<file path="config.mk">
export PLATFORM = sky130hd
export DESIGN_NAME = adcsf_top
export DESIGN_NICKNAME = d
export VERILOG_FILES = /design/src/rtl/adcsf_pkg.sv /design/src/rtl/adcsf_reg_if.sv /design/src/rtl/adcsf_sync.sv /design/src/rtl/adcsf_apb.sv /design/src/rtl/adcsf_top.sv
export SDC_FILE = /design/constraint.sdc
export NUM_CORES = 1
export LEC_CHECK = 0
export BUFFER_PORTS_ARGS = -buffer_cell sky130_fd_sc_hd__buf_2
export CORE_ASPECT_RATIO = 1.25
export CORE_MARGIN = 5
export CORE_UTILIZATION = 50
export CTS_CLUSTER_SIZE = 20
export DETAILED_ROUTE_END_ITERATION = 10
export PLACE_DENSITY_LB_ADDON = 0.2
export SLEW_MARGIN = 20
export SYNTH_ARGS = -nofsm -noshare
export SYNTH_HDL_FRONTEND = slang
export SYNTH_SLANG_ARGS = --single-unit
export TNS_END_PERCENT = 30
</file>
<file path="constraint.sdc">
create_clock -name MCLK -period 1.9 [get_ports MCLK]
set_input_delay 0.19 -clock MCLK [delete_from_list [all_inputs] [get_ports MCLK]]
set_output_delay 0.19 -clock MCLK [all_outputs]
set_load 0.01 [all_outputs]
</file>
<file path="src/rtl/adcsf_pkg.sv">
// Shared constants and state types of the converter serial frame and trigger logic
package adcsf_pkg;
  // ****************************************
  // Word layout
  // ****************************************
  localparam int WORD_W = 16;
  localparam int CMD_W = 4;
  localparam int CFG_W = 12;
  localparam int RES_W = 14;
  localparam logic [1:0] OUT_PAD = 2'h0;
  localparam logic [3:0] CNT_CMD_LAST = 4'h3;
  localparam logic [3:0] CNT_LAST = 4'hF;
  localparam logic [13:0] TWOS_FLIP = 14'h2000;
  // ****************************************
  // Commands and multiplexer codes
  // ****************************************
  localparam logic [3:0] CMD_TEST0 = 4'hB;
  localparam logic [3:0] CMD_TEST1 = 4'hC;
  localparam logic [3:0] CMD_TEST2 = 4'hD;
  localparam logic [3:0] MUX_TEST0 = 4'h8;
  localparam logic [3:0] MUX_TEST1 = 4'h9;
  localparam logic [3:0] MUX_TEST2 = 4'hA;
  // ****************************************
  // Timing
  // ****************************************
  localparam int CLK_PERIOD_NS = 10;
  localparam int CONV_TIME_NS = 2000;
  localparam int CONV_CYC = (CONV_TIME_NS + CLK_PERIOD_NS - 1) / CLK_PERIOD_NS;
  // Order {serial clock, select, frame sync, serial in, trigger}
  localparam logic [4:0] SYNC_RST = 5'h0D;
  // ****************************************
  // Register map
  // ****************************************
  localparam logic [7:0] OFS_CTRL = 8'h00;
  localparam logic [7:0] OFS_STATUS = 8'h04;
  localparam logic [7:0] OFS_IRQ_ST = 8'h08;
  localparam logic [7:0] OFS_IRQ_MASK = 8'h0C;
  localparam logic [7:0] OFS_RESULT = 8'h10;
  localparam logic [7:0] OFS_CFG = 8'h14;
  localparam int CTRL_TWOS = 0;
  localparam int CTRL_PDIFF = 1;
  localparam int CTRL_LEGACY = 2;
  localparam int CTRL_W = 3;
  localparam int STAT_BUSY = 0;
  localparam int STAT_ACT = 1;
  localparam int STAT_CMD_LSB = 4;
  localparam int IRQ_FRAME = 0;
  localparam int IRQ_CONV = 1;
  localparam int IRQ_W = 2;
  localparam logic [2:0] CTRL_RST = 3'h0;
  localparam logic [1:0] IRQ_RST = 2'h0;
  // ****************************************
  // States
  // ****************************************
  typedef enum logic [2:0] {
    SER_IDLE = 3'b001,
    SER_ARMED = 3'b010,
    SER_SHIFT = 3'b100
  } adcsf_ser_t;
  typedef enum logic [2:0] {
    CV_IDLE = 3'b001,
    CV_SAMPLE = 3'b010,
    CV_CONV = 3'b100
  } adcsf_cv_t;
endpackage

</file>
<file path="src/rtl/adcsf_reg_if.sv">
// Interface between the serial core and its register file
`timescale 1ns/1ps
interface adcsf_reg_if;
  logic ev_frame;
  logic ev_conv;
  logic busy;
  logic frame_act;
  logic [3:0] last_cmd;
  logic [11:0] cfg_data;
  logic [13:0] result;
  logic twos;
  logic pdiff;
  logic legacy;
  modport core(output ev_frame, ev_conv, busy, frame_act, last_cmd, cfg_data, result,
    input twos, pdiff, legacy);
  modport regs(input ev_frame, ev_conv, busy, frame_act, last_cmd, cfg_data, result,
    output twos, pdiff, legacy);
endinterface

</file>
<file path="src/rtl/adcsf_sync.sv">
// Two-flop synchronisers for the pin inputs
`timescale 1ns/1ps
module adcsf_sync #(
  parameter int W = 5,
  parameter logic [W-1:0] RST_VAL = '0
) (
  // Clock
  input wire logic clk,
  input wire logic rst_n,
  input wire logic ce,
  // Data
  input wire logic [W-1:0] d,
  output logic [W-1:0] q
);
  genvar i;
  generate
    for (i = 0; i < W; i++) begin : g_bit
      logic meta_r;
      logic sync_r;
      always_ff @(posedge clk) begin
        if (!rst_n) begin
          meta_r <= RST_VAL[i];
          sync_r <= RST_VAL[i];
        end else if (ce) begin
          meta_r <= d[i];
          sync_r <= meta_r;
        end
      end
      assign q[i] = sync_r;
    end
  endgenerate
endmodule

</file>
<file path="src/rtl/adcsf_apb.sv">
// APB register file with sticky interrupt status and mask
`timescale 1ns/1ps
module adcsf_apb (
  // Clock
  input wire logic clk,
  input wire logic rst_n,
  input wire logic ce,
  // APB
  input wire logic psel,
  input wire logic penable,
  input wire logic pwrite,
  input wire logic [7:0] paddr,
  input wire logic [31:0] pwdata,
  output logic [31:0] prdata,
  output logic pready,
  output logic pslverr,
  output logic irq,
  // Core
  adcsf_reg_if.regs rif
);
  logic [2:0] ctrl_r, ctrl_nxt;
  logic [1:0] st_r, st_nxt, mask_r, mask_nxt;
  logic [31:0] prdata_r, prdata_nxt;
  logic pready_r, pready_nxt, pslverr_r, pslverr_nxt, irq_r, irq_nxt;
  logic acc, wr;
  logic [31:0] stat_w;
  logic [1:0] ev, clr;

  always_comb begin
    acc = psel && penable;
    wr = acc && pready_r && pwrite && !pslverr_r;
    stat_w = 32'h0000_0000;
    stat_w[adcsf_pkg::STAT_BUSY] = rif.busy;
    stat_w[adcsf_pkg::STAT_ACT] = rif.frame_act;
    stat_w[adcsf_pkg::STAT_CMD_LSB +: 4] = rif.last_cmd;
    ev = 2'h0;
    ev[adcsf_pkg::IRQ_FRAME] = rif.ev_frame;
    ev[adcsf_pkg::IRQ_CONV] = rif.ev_conv;
    clr = 2'h0;
    ctrl_nxt = ctrl_r;
    mask_nxt = mask_r;
    if (wr) begin
      unique case (paddr)
        adcsf_pkg::OFS_CTRL: ctrl_nxt = pwdata[adcsf_pkg::CTRL_W-1:0];
        adcsf_pkg::OFS_IRQ_ST: clr = pwdata[adcsf_pkg::IRQ_W-1:0];
        adcsf_pkg::OFS_IRQ_MASK: mask_nxt = pwdata[adcsf_pkg::IRQ_W-1:0];
        default: ;
      endcase
    end
    // Set wins over a clear in the same cycle
    st_nxt = (st_r & ~clr) | ev;
    irq_nxt = |(st_nxt & mask_nxt);
    pready_nxt = acc && !pready_r;
    prdata_nxt = prdata_r;
    pslverr_nxt = 1'b0;
    if (acc && !pready_r) begin
      pslverr_nxt = 1'b0;
      unique case (paddr)
        adcsf_pkg::OFS_CTRL: prdata_nxt = 32'(ctrl_r);
        adcsf_pkg::OFS_STATUS: prdata_nxt = stat_w;
        adcsf_pkg::OFS_IRQ_ST: prdata_nxt = 32'(st_r);
        adcsf_pkg::OFS_IRQ_MASK: prdata_nxt = 32'(mask_r);
        adcsf_pkg::OFS_RESULT: prdata_nxt = 32'(rif.result);
        adcsf_pkg::OFS_CFG: prdata_nxt = 32'(rif.cfg_data);
        default: begin
          prdata_nxt = 32'h0000_0000;
          pslverr_nxt = 1'b1;
        end
      endcase
    end
  end

  always_ff @(posedge clk) begin
    if (!rst_n) begin
      ctrl_r <= adcsf_pkg::CTRL_RST;
      st_r <= adcsf_pkg::IRQ_RST;
      mask_r <= adcsf_pkg::IRQ_RST;
      prdata_r <= 32'h0000_0000;
      pready_r <= 1'b0;
      pslverr_r <= 1'b0;
      irq_r <= 1'b0;
    end else if (ce) begin
      ctrl_r <= ctrl_nxt;
      st_r <= st_nxt;
      mask_r <= mask_nxt;
      prdata_r <= prdata_nxt;
      pready_r <= pready_nxt;
      pslverr_r <= pslverr_nxt;
      irq_r <= irq_nxt;
    end
  end

  assign rif.twos = ctrl_r[adcsf_pkg::CTRL_TWOS];
  assign rif.pdiff = ctrl_r[adcsf_pkg::CTRL_PDIFF];
  assign rif.legacy = ctrl_r[adcsf_pkg::CTRL_LEGACY];
  assign prdata = prdata_r;
  assign pready = pready_r;
  assign pslverr = pslverr_r;
  assign irq = irq_r;
endmodule

</file>
<file path="src/rtl/adcsf_top.sv">
// Serial frame, conversion trigger and interrupt logic of a 14-bit sampling converter
`timescale 1ns/1ps
module adcsf_top #(
  parameter int NCH = 8,
  parameter int CONV_CYC = adcsf_pkg::CONV_CYC
) (
  // Clock, reset and enable
  input wire logic MCLK,
  input wire logic RST_N,
  input wire logic CE,
  // APB slave
  input wire logic PSEL,
  input wire logic PENABLE,
  input wire logic PWRITE,
  input wire logic [7:0] PADDR,
  input wire logic [31:0] PWDATA,
  output logic [31:0] PRDATA,
  output logic PREADY,
  output logic PSLVERR,
  output logic IRQ,
  // Serial link pins
  input wire logic SERIAL_CLK,
  input wire logic SELECT_N,
  input wire logic FRAME_SYNC,
  input wire logic SERIAL_IN,
  output logic SERIAL_OUT,
  output logic SERIAL_OUT_OE,
  // Trigger and status pins
  input wire logic CONVERSION_TRIGGER_N,
  output logic INT_N,
  output logic EOC_N,
  // Analog core
  input wire logic [13:0] ADC_CODE,
  output logic [3:0] MUX_SEL,
  output logic [3:0] MUX_NEG,
  output logic MUX_NEG_EN
);
  localparam logic [3:0] NCH_W = 4'(NCH);
  localparam logic [3:0] NCH_HALF = 4'(NCH / 2);
  localparam logic [15:0] CONV_LAST = 16'(CONV_CYC - 1);

  adcsf_reg_if rif();

  // ****************************************
  // Pin synchronisers and edges
  // ****************************************
  logic s_sclk, s_cs_n, s_fs, s_sdi, s_cst_n;
  logic p_sclk_r, p_cs_r, p_fs_r, p_cst_r;
  logic sclk_rise, sclk_fall, cs_fall, fs_rise, cst_fall, cst_rise;

  adcsf_sync #(.W(5), .RST_VAL(adcsf_pkg::SYNC_RST)) u_sync (
    .clk(MCLK),
    .rst_n(RST_N),
    .ce(CE),
    .d({SERIAL_CLK, SELECT_N, FRAME_SYNC, SERIAL_IN, CONVERSION_TRIGGER_N}),
    .q({s_sclk, s_cs_n, s_fs, s_sdi, s_cst_n})
  );

  always_ff @(posedge MCLK) begin
    if (!RST_N) begin
      p_sclk_r <= adcsf_pkg::SYNC_RST[4];
      p_cs_r <= adcsf_pkg::SYNC_RST[3];
      p_fs_r <= adcsf_pkg::SYNC_RST[2];
      p_cst_r <= adcsf_pkg::SYNC_RST[0];
    end else if (CE) begin
      p_sclk_r <= s_sclk;
      p_cs_r <= s_cs_n;
      p_fs_r <= s_fs;
      p_cst_r <= s_cst_n;
    end
  end

  assign sclk_rise = s_sclk && !p_sclk_r;
  assign sclk_fall = !s_sclk && p_sclk_r;
  assign cs_fall = !s_cs_n && p_cs_r;
  assign fs_rise = s_fs && !p_fs_r;
  assign cst_fall = !s_cst_n && p_cst_r;
  assign cst_rise = s_cst_n && !p_cst_r;

  // ****************************************
  // Serial frame engine
  // ****************************************
  adcsf_pkg::adcsf_ser_t ser_st_r, ser_st_nxt;
  logic fs_mode_r, fs_mode_nxt, oe_r, oe_nxt, sel_r, sel_nxt;
  logic [3:0] cnt_r, cnt_nxt, cmd_r, cmd_nxt, mux_sel_r, mux_sel_nxt;
  logic [3:0] mux_neg_r, mux_neg_nxt, c;
  logic neg_en_r, neg_en_nxt;
  logic [15:0] out_sh_r, out_sh_nxt, load_word;
  logic [10:0] in_sh_r, in_sh_nxt;
  logic [11:0] cfg_r, cfg_nxt;
  logic [13:0] result_r;
  logic frame_start, frame_end, conv_done;

  assign load_word = {result_r, adcsf_pkg::OUT_PAD};

  always_comb begin
    ser_st_nxt = ser_st_r;
    fs_mode_nxt = fs_mode_r;
    oe_nxt = oe_r;
    sel_nxt = sel_r;
    cnt_nxt = cnt_r;
    cmd_nxt = cmd_r;
    cfg_nxt = cfg_r;
    out_sh_nxt = out_sh_r;
    in_sh_nxt = in_sh_r;
    mux_sel_nxt = mux_sel_r;
    mux_neg_nxt = mux_neg_r;
    neg_en_nxt = neg_en_r;
    frame_start = 1'b0;
    frame_end = 1'b0;
    c = {in_sh_r[2:0], s_sdi};
    if (s_cs_n) begin
      ser_st_nxt = adcsf_pkg::SER_IDLE;
      oe_nxt = 1'b0;
    end else if (cs_fall && s_fs) begin
      fs_mode_nxt = 1'b0;
      frame_start = 1'b1;
    end else if (cs_fall) begin
      fs_mode_nxt = 1'b1;
      ser_st_nxt = adcsf_pkg::SER_ARMED;
      if (rif.legacy) begin
        out_sh_nxt = load_word;
        oe_nxt = 1'b1;
      end
    end else if (fs_mode_r && fs_rise) begin
      frame_start = 1'b1;
    end else if (ser_st_r == adcsf_pkg::SER_SHIFT) begin
      if (sclk_fall) begin
        in_sh_nxt = {in_sh_r[9:0], s_sdi};
        cnt_nxt = 4'(cnt_r + 4'h1);
        if (cnt_r == adcsf_pkg::CNT_CMD_LAST) begin
          cmd_nxt = c;
          sel_nxt = 1'b1;
          if (rif.pdiff && c < NCH_HALF) begin
            mux_sel_nxt = {1'b0, c[1:0], 1'b0};
            mux_neg_nxt = {1'b0, c[1:0], 1'b1};
            neg_en_nxt = 1'b1;
          end else if (!rif.pdiff && c < NCH_W) begin
            mux_sel_nxt = c;
            neg_en_nxt = 1'b0;
          end else if (c == adcsf_pkg::CMD_TEST0) begin
            mux_sel_nxt = adcsf_pkg::MUX_TEST0;
            neg_en_nxt = 1'b0;
          end else if (c == adcsf_pkg::CMD_TEST1) begin
            mux_sel_nxt = adcsf_pkg::MUX_TEST1;
            neg_en_nxt = 1'b0;
          end else if (c == adcsf_pkg::CMD_TEST2) begin
            mux_sel_nxt = adcsf_pkg::MUX_TEST2;
            neg_en_nxt = 1'b0;
          end else begin
            sel_nxt = 1'b0;
          end
        end
        if (cnt_r == adcsf_pkg::CNT_LAST) begin
          frame_end = 1'b1;
          oe_nxt = 1'b0;
          cfg_nxt = {in_sh_r, s_sdi};
          ser_st_nxt = fs_mode_r ? adcsf_pkg::SER_ARMED : adcsf_pkg::SER_IDLE;
        end
      end else if (sclk_rise && cnt_r != 4'h0) begin
        out_sh_nxt = {out_sh_r[14:0], 1'b0};
      end
    end
    if (frame_start) begin
      ser_st_nxt = adcsf_pkg::SER_SHIFT;
      cnt_nxt = 4'h0;
      sel_nxt = 1'b0;
      out_sh_nxt = load_word;
      oe_nxt = 1'b1;
    end
  end

  always_ff @(posedge MCLK) begin
    if (!RST_N) begin
      ser_st_r <= adcsf_pkg::SER_IDLE;
      fs_mode_r <= 1'b0;
      oe_r <= 1'b0;
      sel_r <= 1'b0;
      cnt_r <= 4'h0;
      cmd_r <= 4'h0;
      cfg_r <= 12'h000;
      out_sh_r <= 16'h0000;
      in_sh_r <= 11'h000;
      mux_sel_r <= 4'h0;
      mux_neg_r <= 4'h0;
      neg_en_r <= 1'b0;
    end else if (CE) begin
      ser_st_r <= ser_st_nxt;
      fs_mode_r <= fs_mode_nxt;
      oe_r <= oe_nxt;
      sel_r <= sel_nxt;
      cnt_r <= cnt_nxt;
      cmd_r <= cmd_nxt;
      cfg_r <= cfg_nxt;
      out_sh_r <= out_sh_nxt;
      in_sh_r <= in_sh_nxt;
      mux_sel_r <= mux_sel_nxt;
      mux_neg_r <= mux_neg_nxt;
      neg_en_r <= neg_en_nxt;
    end
  end

  // ****************************************
  // Conversion timing and interrupt pin
  // ****************************************
  adcsf_pkg::adcsf_cv_t cv_st_r, cv_st_nxt;
  logic [15:0] tmr_r, tmr_nxt;
  logic int_n_r, int_n_nxt, eoc_n_r, eoc_n_nxt;
  logic [13:0] result_nxt, coded;

  assign coded = rif.twos ? (ADC_CODE ^ adcsf_pkg::TWOS_FLIP) : ADC_CODE;

  always_comb begin
    cv_st_nxt = cv_st_r;
    tmr_nxt = tmr_r;
    int_n_nxt = int_n_r;
    eoc_n_nxt = eoc_n_r;
    result_nxt = result_r;
    conv_done = 1'b0;
    unique case (cv_st_r)
      adcsf_pkg::CV_IDLE: begin
        if (cst_fall) begin
          cv_st_nxt = adcsf_pkg::CV_SAMPLE;
        end else if (frame_end && sel_r) begin
          cv_st_nxt = adcsf_pkg::CV_CONV;
          tmr_nxt = CONV_LAST;
          eoc_n_nxt = 1'b0;
        end
      end
      adcsf_pkg::CV_SAMPLE: begin
        if (cst_rise) begin
          cv_st_nxt = adcsf_pkg::CV_CONV;
          tmr_nxt = CONV_LAST;
          eoc_n_nxt = 1'b0;
        end
      end
      adcsf_pkg::CV_CONV: begin
        if (tmr_r == 16'h0000) begin
          cv_st_nxt = adcsf_pkg::CV_IDLE;
          eoc_n_nxt = 1'b1;
          result_nxt = coded;
          conv_done = 1'b1;
        end else begin
          tmr_nxt = 16'(tmr_r - 16'h0001);
        end
      end
    endcase
    if (conv_done) begin
      int_n_nxt = 1'b0;
    end else if (cst_fall || frame_start || cs_fall) begin
      int_n_nxt = 1'b1;
    end
  end

  always_ff @(posedge MCLK) begin
    if (!RST_N) begin
      cv_st_r <= adcsf_pkg::CV_IDLE;
      tmr_r <= 16'h0000;
      int_n_r <= 1'b1;
      eoc_n_r <= 1'b1;
      result_r <= 14'h0000;
    end else if (CE) begin
      cv_st_r <= cv_st_nxt;
      tmr_r <= tmr_nxt;
      int_n_r <= int_n_nxt;
      eoc_n_r <= eoc_n_nxt;
      result_r <= result_nxt;
    end
  end

  // ****************************************
  // Register file
  // ****************************************
  assign rif.ev_frame = CE && frame_end;
  assign rif.ev_conv = CE && conv_done;
  assign rif.busy = (cv_st_r == adcsf_pkg::CV_CONV);
  assign rif.frame_act = (ser_st_r == adcsf_pkg::SER_SHIFT);
  assign rif.last_cmd = cmd_r;
  assign rif.cfg_data = cfg_r;
  assign rif.result = result_r;

  adcsf_apb u_apb (
    .clk(MCLK),
    .rst_n(RST_N),
    .ce(CE),
    .psel(PSEL),
    .penable(PENABLE),
    .pwrite(PWRITE),
    .paddr(PADDR),
    .pwdata(PWDATA),
    .prdata(PRDATA),
    .pready(PREADY),
    .pslverr(PSLVERR),
    .irq(IRQ),
    .rif(rif)
  );

  assign SERIAL_OUT = out_sh_r[15];
  assign SERIAL_OUT_OE = oe_r;
  assign INT_N = int_n_r;
  assign EOC_N = eoc_n_r;
  assign MUX_SEL = mux_sel_r;
  assign MUX_NEG = mux_neg_r;
  assign MUX_NEG_EN = neg_en_r;

  // ****************************************
  // Assertions
  // ****************************************
  logic [15:0] conv_age_r;
  always_ff @(posedge MCLK) begin
    if (!RST_N) begin
      conv_age_r <= 16'h0000;
    end else if (CE) begin
      conv_age_r <= rif.busy ? 16'(conv_age_r + 16'h0001) : 16'h0000;
    end
  end
endmodule

</file>
Word level (Yosys, flattened, before mapping) --
Cells that the tools add are included.
Storage, ports and cells: input bits 65, register bits 152
Cells by class: reduce and logical (&&, ||, !) cells 64, magnitude comparators 2, equal/unequal tests 30, $add $sub $neg 2, bitwise gates (word level) 9, mux-type cells 97
Operator list (number):
- 16-bit 2-to-1 mux | 13
- 14-bit case mux with 6 select lines | 1
- 1-bit 2-to-1 mux | 50
- 4-bit 2-to-1 mux | 12
- 16-bit case mux with 3 select lines | 1
- 3-bit 2-to-1 mux | 12
- 8-bit AND reduction | 4
- 7-bit AND reduction | 3
- 1-bit logical AND | 19
- 9-bit AND reduction | 2
- 4-bit equality test, second input constant | 4
- 8-bit by 4-bit equality test with 1-bit output, second input constant | 2
- 8-bit by 5-bit equality test with 1-bit output, second input constant | 2
- 16-bit zero test | 1
- 2-bit != test, second input constant | 8
- 4-bit nonzero test | 4
- 16-bit by 1-bit subtractor with 16-bit output, second input constant | 1
- 14-bit 2-to-1 mux | 1
- 2-bit 2-to-1 mux | 5
- 5-bit AND reduction | 2
- 2-bit nonzero test | 5
- 1-bit zero test | 9
- 3-bit case mux with 3 select lines | 1
- 3-bit AND reduction | 3
- 28 further kinds | 39

Longest topological paths before layout --
word-level depth 14, gate-level depth with buffers 9, depth with buffers taken out 7

Hierarchy --
From an unflattened synthesis, not the netlist that was laid out.
Unflattened totals: cells, all modules 721, area total of the unflattened synthesis 6550.0 um^2
By module, submodules not included:
- adcsf_top | area an instance 4662.0 um^2, instances 1, seq. area each 1961.9 um^2, cells an instance 522
- adcsf_apb | area an instance 1487.7 um^2, instances 1, seq. area each 480.5 um^2, cells an instance 162
- adcsf_sync | area an instance 400.4 um^2, instances 1, seq. area each 200.2 um^2, cells an instance 37

Worst setup path before layout --
No wires, ideal clock.
path kind reg2reg, start point register tmr_r[0], end point register tmr_r[5], stages on the path, launching flop included 10, arrival time 1.833 ns, slack -0.062 ns, period minus slack after synthesis 1.962 ns, setup time 0.130 ns, cell sequence dfxtp_1 -> inv_1 -> ha_1 -> nor4b_1 -> and3_1 -> and2_1 -> buf_4 -> buf_2 -> o41ai_1 -> a21oi_1
Between the ends: word-level cells in the longest chain between the ends 3, elaborated cells between the ends (all ways) 6, those cells by class add/sub (1); eq/ne (1); mux (2); reduce/logical (2)
Ends and longest elaborated chain:
- start, declared | RTL line adcsf_top.sv:207 | logic [15:0] tmr_r, tmr_nxt;
- start signal, assigned | RTL line adcsf_top.sv:264 | tmr_r <= tmr_nxt;
- 16-bit by 1-bit subtractor with 16-bit output or 16-bit zero test (tied branches) | RTL line adcsf_top.sv:244, adcsf_top.sv:238
- 16-bit 2-to-1 mux or 2-bit != test (tied branches)
- 16-bit case mux with 3 select lines or 5-bit AND reduction (tied branches)
Several ways; a longest one is shown, not always the timed one. The select of a mux whose other input is x is not followed. A chain may end at the register's enable or synchronous reset.

Worst setup path in the final report --
start point register cnt_r[0], end point register tmr_r[5]
Between the ends: word-level cells in the longest chain between the ends 11
Ends and longest elaborated chain:
- start, declared | RTL line adcsf_top.sv:85 | logic [3:0] cnt_r, cnt_nxt, cmd_r, cmd_nxt, mux_sel_r, mux_sel_nxt;
- start signal, assigned | RTL line adcsf_top.sv:192 | cnt_r <= cnt_nxt;
- 4-bit equality test | RTL line adcsf_top.sv:154 | if (cnt_r == adcsf_pkg::CNT_LAST) begin
- 1-bit 2-to-1 mux | RTL line adcsf_top.sv:154
- 1-bit 2-to-1 mux | RTL line adcsf_top.sv:128 | if (sclk_fall) begin
- 1-bit 2-to-1 mux | RTL line adcsf_top.sv:127 | end else if (ser_st_r == adcsf_pkg::SER_SHIFT) begin
- 1-bit 2-to-1 mux | RTL line adcsf_top.sv:125 | end else if (fs_mode_r && fs_rise) begin
- 1-bit 2-to-1 mux | RTL line adcsf_top.sv:118 | end else if (cs_fall) begin
- 1-bit 2-to-1 mux | RTL line adcsf_top.sv:115 | end else if (cs_fall && s_fs) begin
- 1-bit 2-to-1 mux | RTL line adcsf_top.sv:112 | if (s_cs_n) begin
- 1-bit logical AND | RTL line adcsf_top.sv:224 | end else if (frame_end && sel_r) begin
- 2-bit != test (no line)
- 5-bit AND reduction (no line)
No other way between the ends.

==> impl_metrics.toml <==
[run]
max-cap-violations = 0

[synthesis]
ys_ff_latch = 132
netlist_area_mm2 = 0.00619
async_flop_share = 0
ys_top_cells_by_area = "dfxtp_1 43%, mux2i_1 7.3%, nand2_1 5.8%"
seq_area_frac_synth = 0.427
synth_cell_types = 67
ys.flop_type = "dfxtp_1"
avgSynthCellArea_um2 = 8.50
yosysTopAreaCell = "dfxtp_1"
synth_top_area_frac = 0.427
synth_edf_count = 0
netlist_instances = 728
ys_warn_count = 0

[grt]
antenna_found_initial = 1
globalRouteMet3Util = 0.0544
grt_pass1_wl_um = 27500
met2_usage = 0.411
grt_busiest_layer = "met2"
grt-ovfl-total = 0
grt_pass1_vias = 5831
grt.total_usage = 0.237
grt_max_degree = 40
use_met1 = 0.266

[setup_path]
cp.required_ns = 2.26
cp_slowest_cell = "or4b_4"
critical_path_class = "reg -> reg"
arrival_ns = 2.38
critical_path.max_fanout = 7
critical_path.max_stage_delay_ns = 0.49
cp_cell_sequence = "ha_4 -> and4b_2 -> a41oi_4 -> or3_4 -> or4b_4 -> a21oi_2"
crit_buf_inv = 0
end_kind = "register"
crit_family = "simple AND/OR/NAND/NOR gates"
reg2reg_slack_ns = -0.13
startpoint_type = "register"

[clock_tree]
cts-buffers-inserted = 17
cts.path.max_buffers = 2
htreeDepth = 4
cts_tree = "built"
clkTransAtPathRegs_ns = 0.06
clk_latency_ns = 0.42
cts_sinks = 132
root_buffer = "clkbuf_16"

[detailed_routing]
wirelength_um = 17300
vias = 5833
antenna_left = 0
wl_per_cell_um = 16.8
drt-vias-per-instance = 5.68
firstDrtPassIters = 5
drt_iter0_drc = 388
drc = 0

[layout]
fill_cells = 1030
stdcell_count = 1027
drive_gt1_frac = 0.281
layout.nets = 917
design_area_mm2 = 0.00805
area_growth_pct = 30.1

[place]
post-place-cells = 981
hpwl_um = 11600
gp_congestion = 0.879
place_area_mm2 = 0.00708
place_ws_ns = -0.220
port-buffer-count = 64

[sta]
fin_crit_ns = 2.03
fin_skew_ns = 0.00851
relSlewSlack = 0.584
fin_ws_ns = -0.126
report.final.setup_viol = 24
fmax_ghz = 0.494
fin_crit_sh = 1.07
rsz0062_at_grt = "yes"
hold_viol_final = 0
drv_slew = 0
worstMarginPinSlew_ns = 0.623
tns_ns = -1.00

[die]
ioPinCount = 113
die_h_um = 134
start_util = 0.509
rows = 45
die_w_um = 109
die-area_mm2 = 0.0147
core_area_mm2 = 0.0122

[power_and_ir_drop]
power.density_mw_per_mm2 = 900
finalPower_w = 0.00724
leakage_nw = 3.16
max-vdd-ir-drop_mv = 0.608

[outcome]
run_status = "complete, but fails checks"
violations = "setup timing"

[min_path]
hold_class = "in -> reg"
worst paths after layout:
path / from / end / cells past startpoint
setup / recovery: cnt_r[0] / tmr_r[5] / 6
hold / removal: SERIAL_IN / u_sync.g_bit[1].meta_r / 3
setup reg to reg: cnt_r[0] / tmr_r[5] / 6
hold reg to reg: MUX_NEG[0] / MUX_NEG[0] / 2
stage by stage:
stage                     hold WS [ns]   util
after detailed placement         0.410  0.582
after CTS                      0.00191  0.647
after global routing           0.00777  0.662
final                          0.00716  0.662
after global placement           0.408  0.582
after floorplan                  0.318      -
logic make-up after synthesis:
group / after synthesis / synth area share
other: 1 / 0.000606
DFF: 132 / 0.427
buffers and inverters: 82 / 0.0649
AOI/OAI and AO/OA: 167 / 0.174
adders and majority gates: 4 / 0.00809
and+or+nand+nor: 288 / 0.237
muxes: 51 / 0.0837
xor gates and xnor gates: 3 / 0.00425
tightest hold or removal path, delay by kind of cell:
kind,cells,cell delay [ns]
buffers and inverters,1,0.07
multiplexers,1,0.05
AND/OR/NAND/NOR,1,0.07
cell usage after synthesis, types with 7 or more instances:
library cell	count
a211oi_1	17
inv_1	15
dfxtp_1	132
nor3b_1	7
buf_4	21
buf_2	10
nor2_1	66
mux2i_1	45
o31ai_1	9
nand3_1	23
a22oi_1	7
a21oi_1	70
clkbuf_1	30
a31oi_1	7
nor3_1	14
o21ai_0	17
nand2b_1	8
nand2_1	96
or4_1	9
or3_1	7
cells in the final DEF, fill, tap and decap left out, types with 5 or more instances in the layout:
master	count
a21oi_2	6
nand3_1	23
a222oi_1	5
inv_1	13
nor2b_1	5
conb_1	19
a21oi_1	65
a22oi_1	7
o31ai_2	5
mux2i_1	45
buf_4	69
dfxtp_1	127
nand2_1	95
or3_1	6
nor3_1	13
o21a_1	5
a211oi_1	16
buf_2	64
or4_1	7
a31oi_1	7
mux2_2	6
o211ai_1	6
nor3b_1	5
dfxtp_2	5
nand4_1	6
o21ai_0	14
buf_12	5
nor2_1	64
nand2b_1	8
clkbuf_16	18
metal layers:
metal  up-vias  part of all wire
met2       183              0.51
li1       2827                 -
met1      2771              0.40
met3        52             0.052
met4         0             0.038
met5         -                 0
power breakdown:
part | switching, W | leakage, nW | total [W] | internal, W
clock | 0.00122 | 0.295 | 0.00344 | 0.00222
combinational | 0.000502 | 1.80 | 0.000922 | 0.000421
sequential | 0.0000505 | 1.07 | 0.00288 | 0.00283
state kept, by name, summed over array words and instances (netlist names), 2 cells and up:
signal and flops:
tmr_r 16, MUX_NEG 3, u_sync.g_bit.sync_r 5, u_sync.g_bit.meta_r 5, out_sh_r 14, MUX_SEL 4, cmd_r 4, cnt_r 4
in_sh_r 11, u_apb.st_r 2, ser_st_r 3, u_apb.ctrl_r 3, u_apb.prdata 14, cfg_r 12, result_r 14, u_apb.mask_r 2
cv_st_r 3
layout make-up:
class                           count  area (um2)  area share
Tap cell                          164         205      0.0255
Multi-Input combinational cell    534        3450       0.429
Inverter                           16        60.1     0.00746
Antenna cell                        2        5.00    0.000622
Sequential cell                   132        2650       0.329
Clock buffer                       19         443      0.0550
Clock inverter                     13         183      0.0227
Timing Repair Buffer              147        1050       0.130
what timing repair did:
action	CTS	global route
hold endpoints to repair	4	0
cloned	2	1
setup buffers	2	4
endpoints found under the setup margin	45	78
hold buffers	4	0
pin swaps	23	7
gates resized for setup	26	31
(Power assumes the default switching activity.)
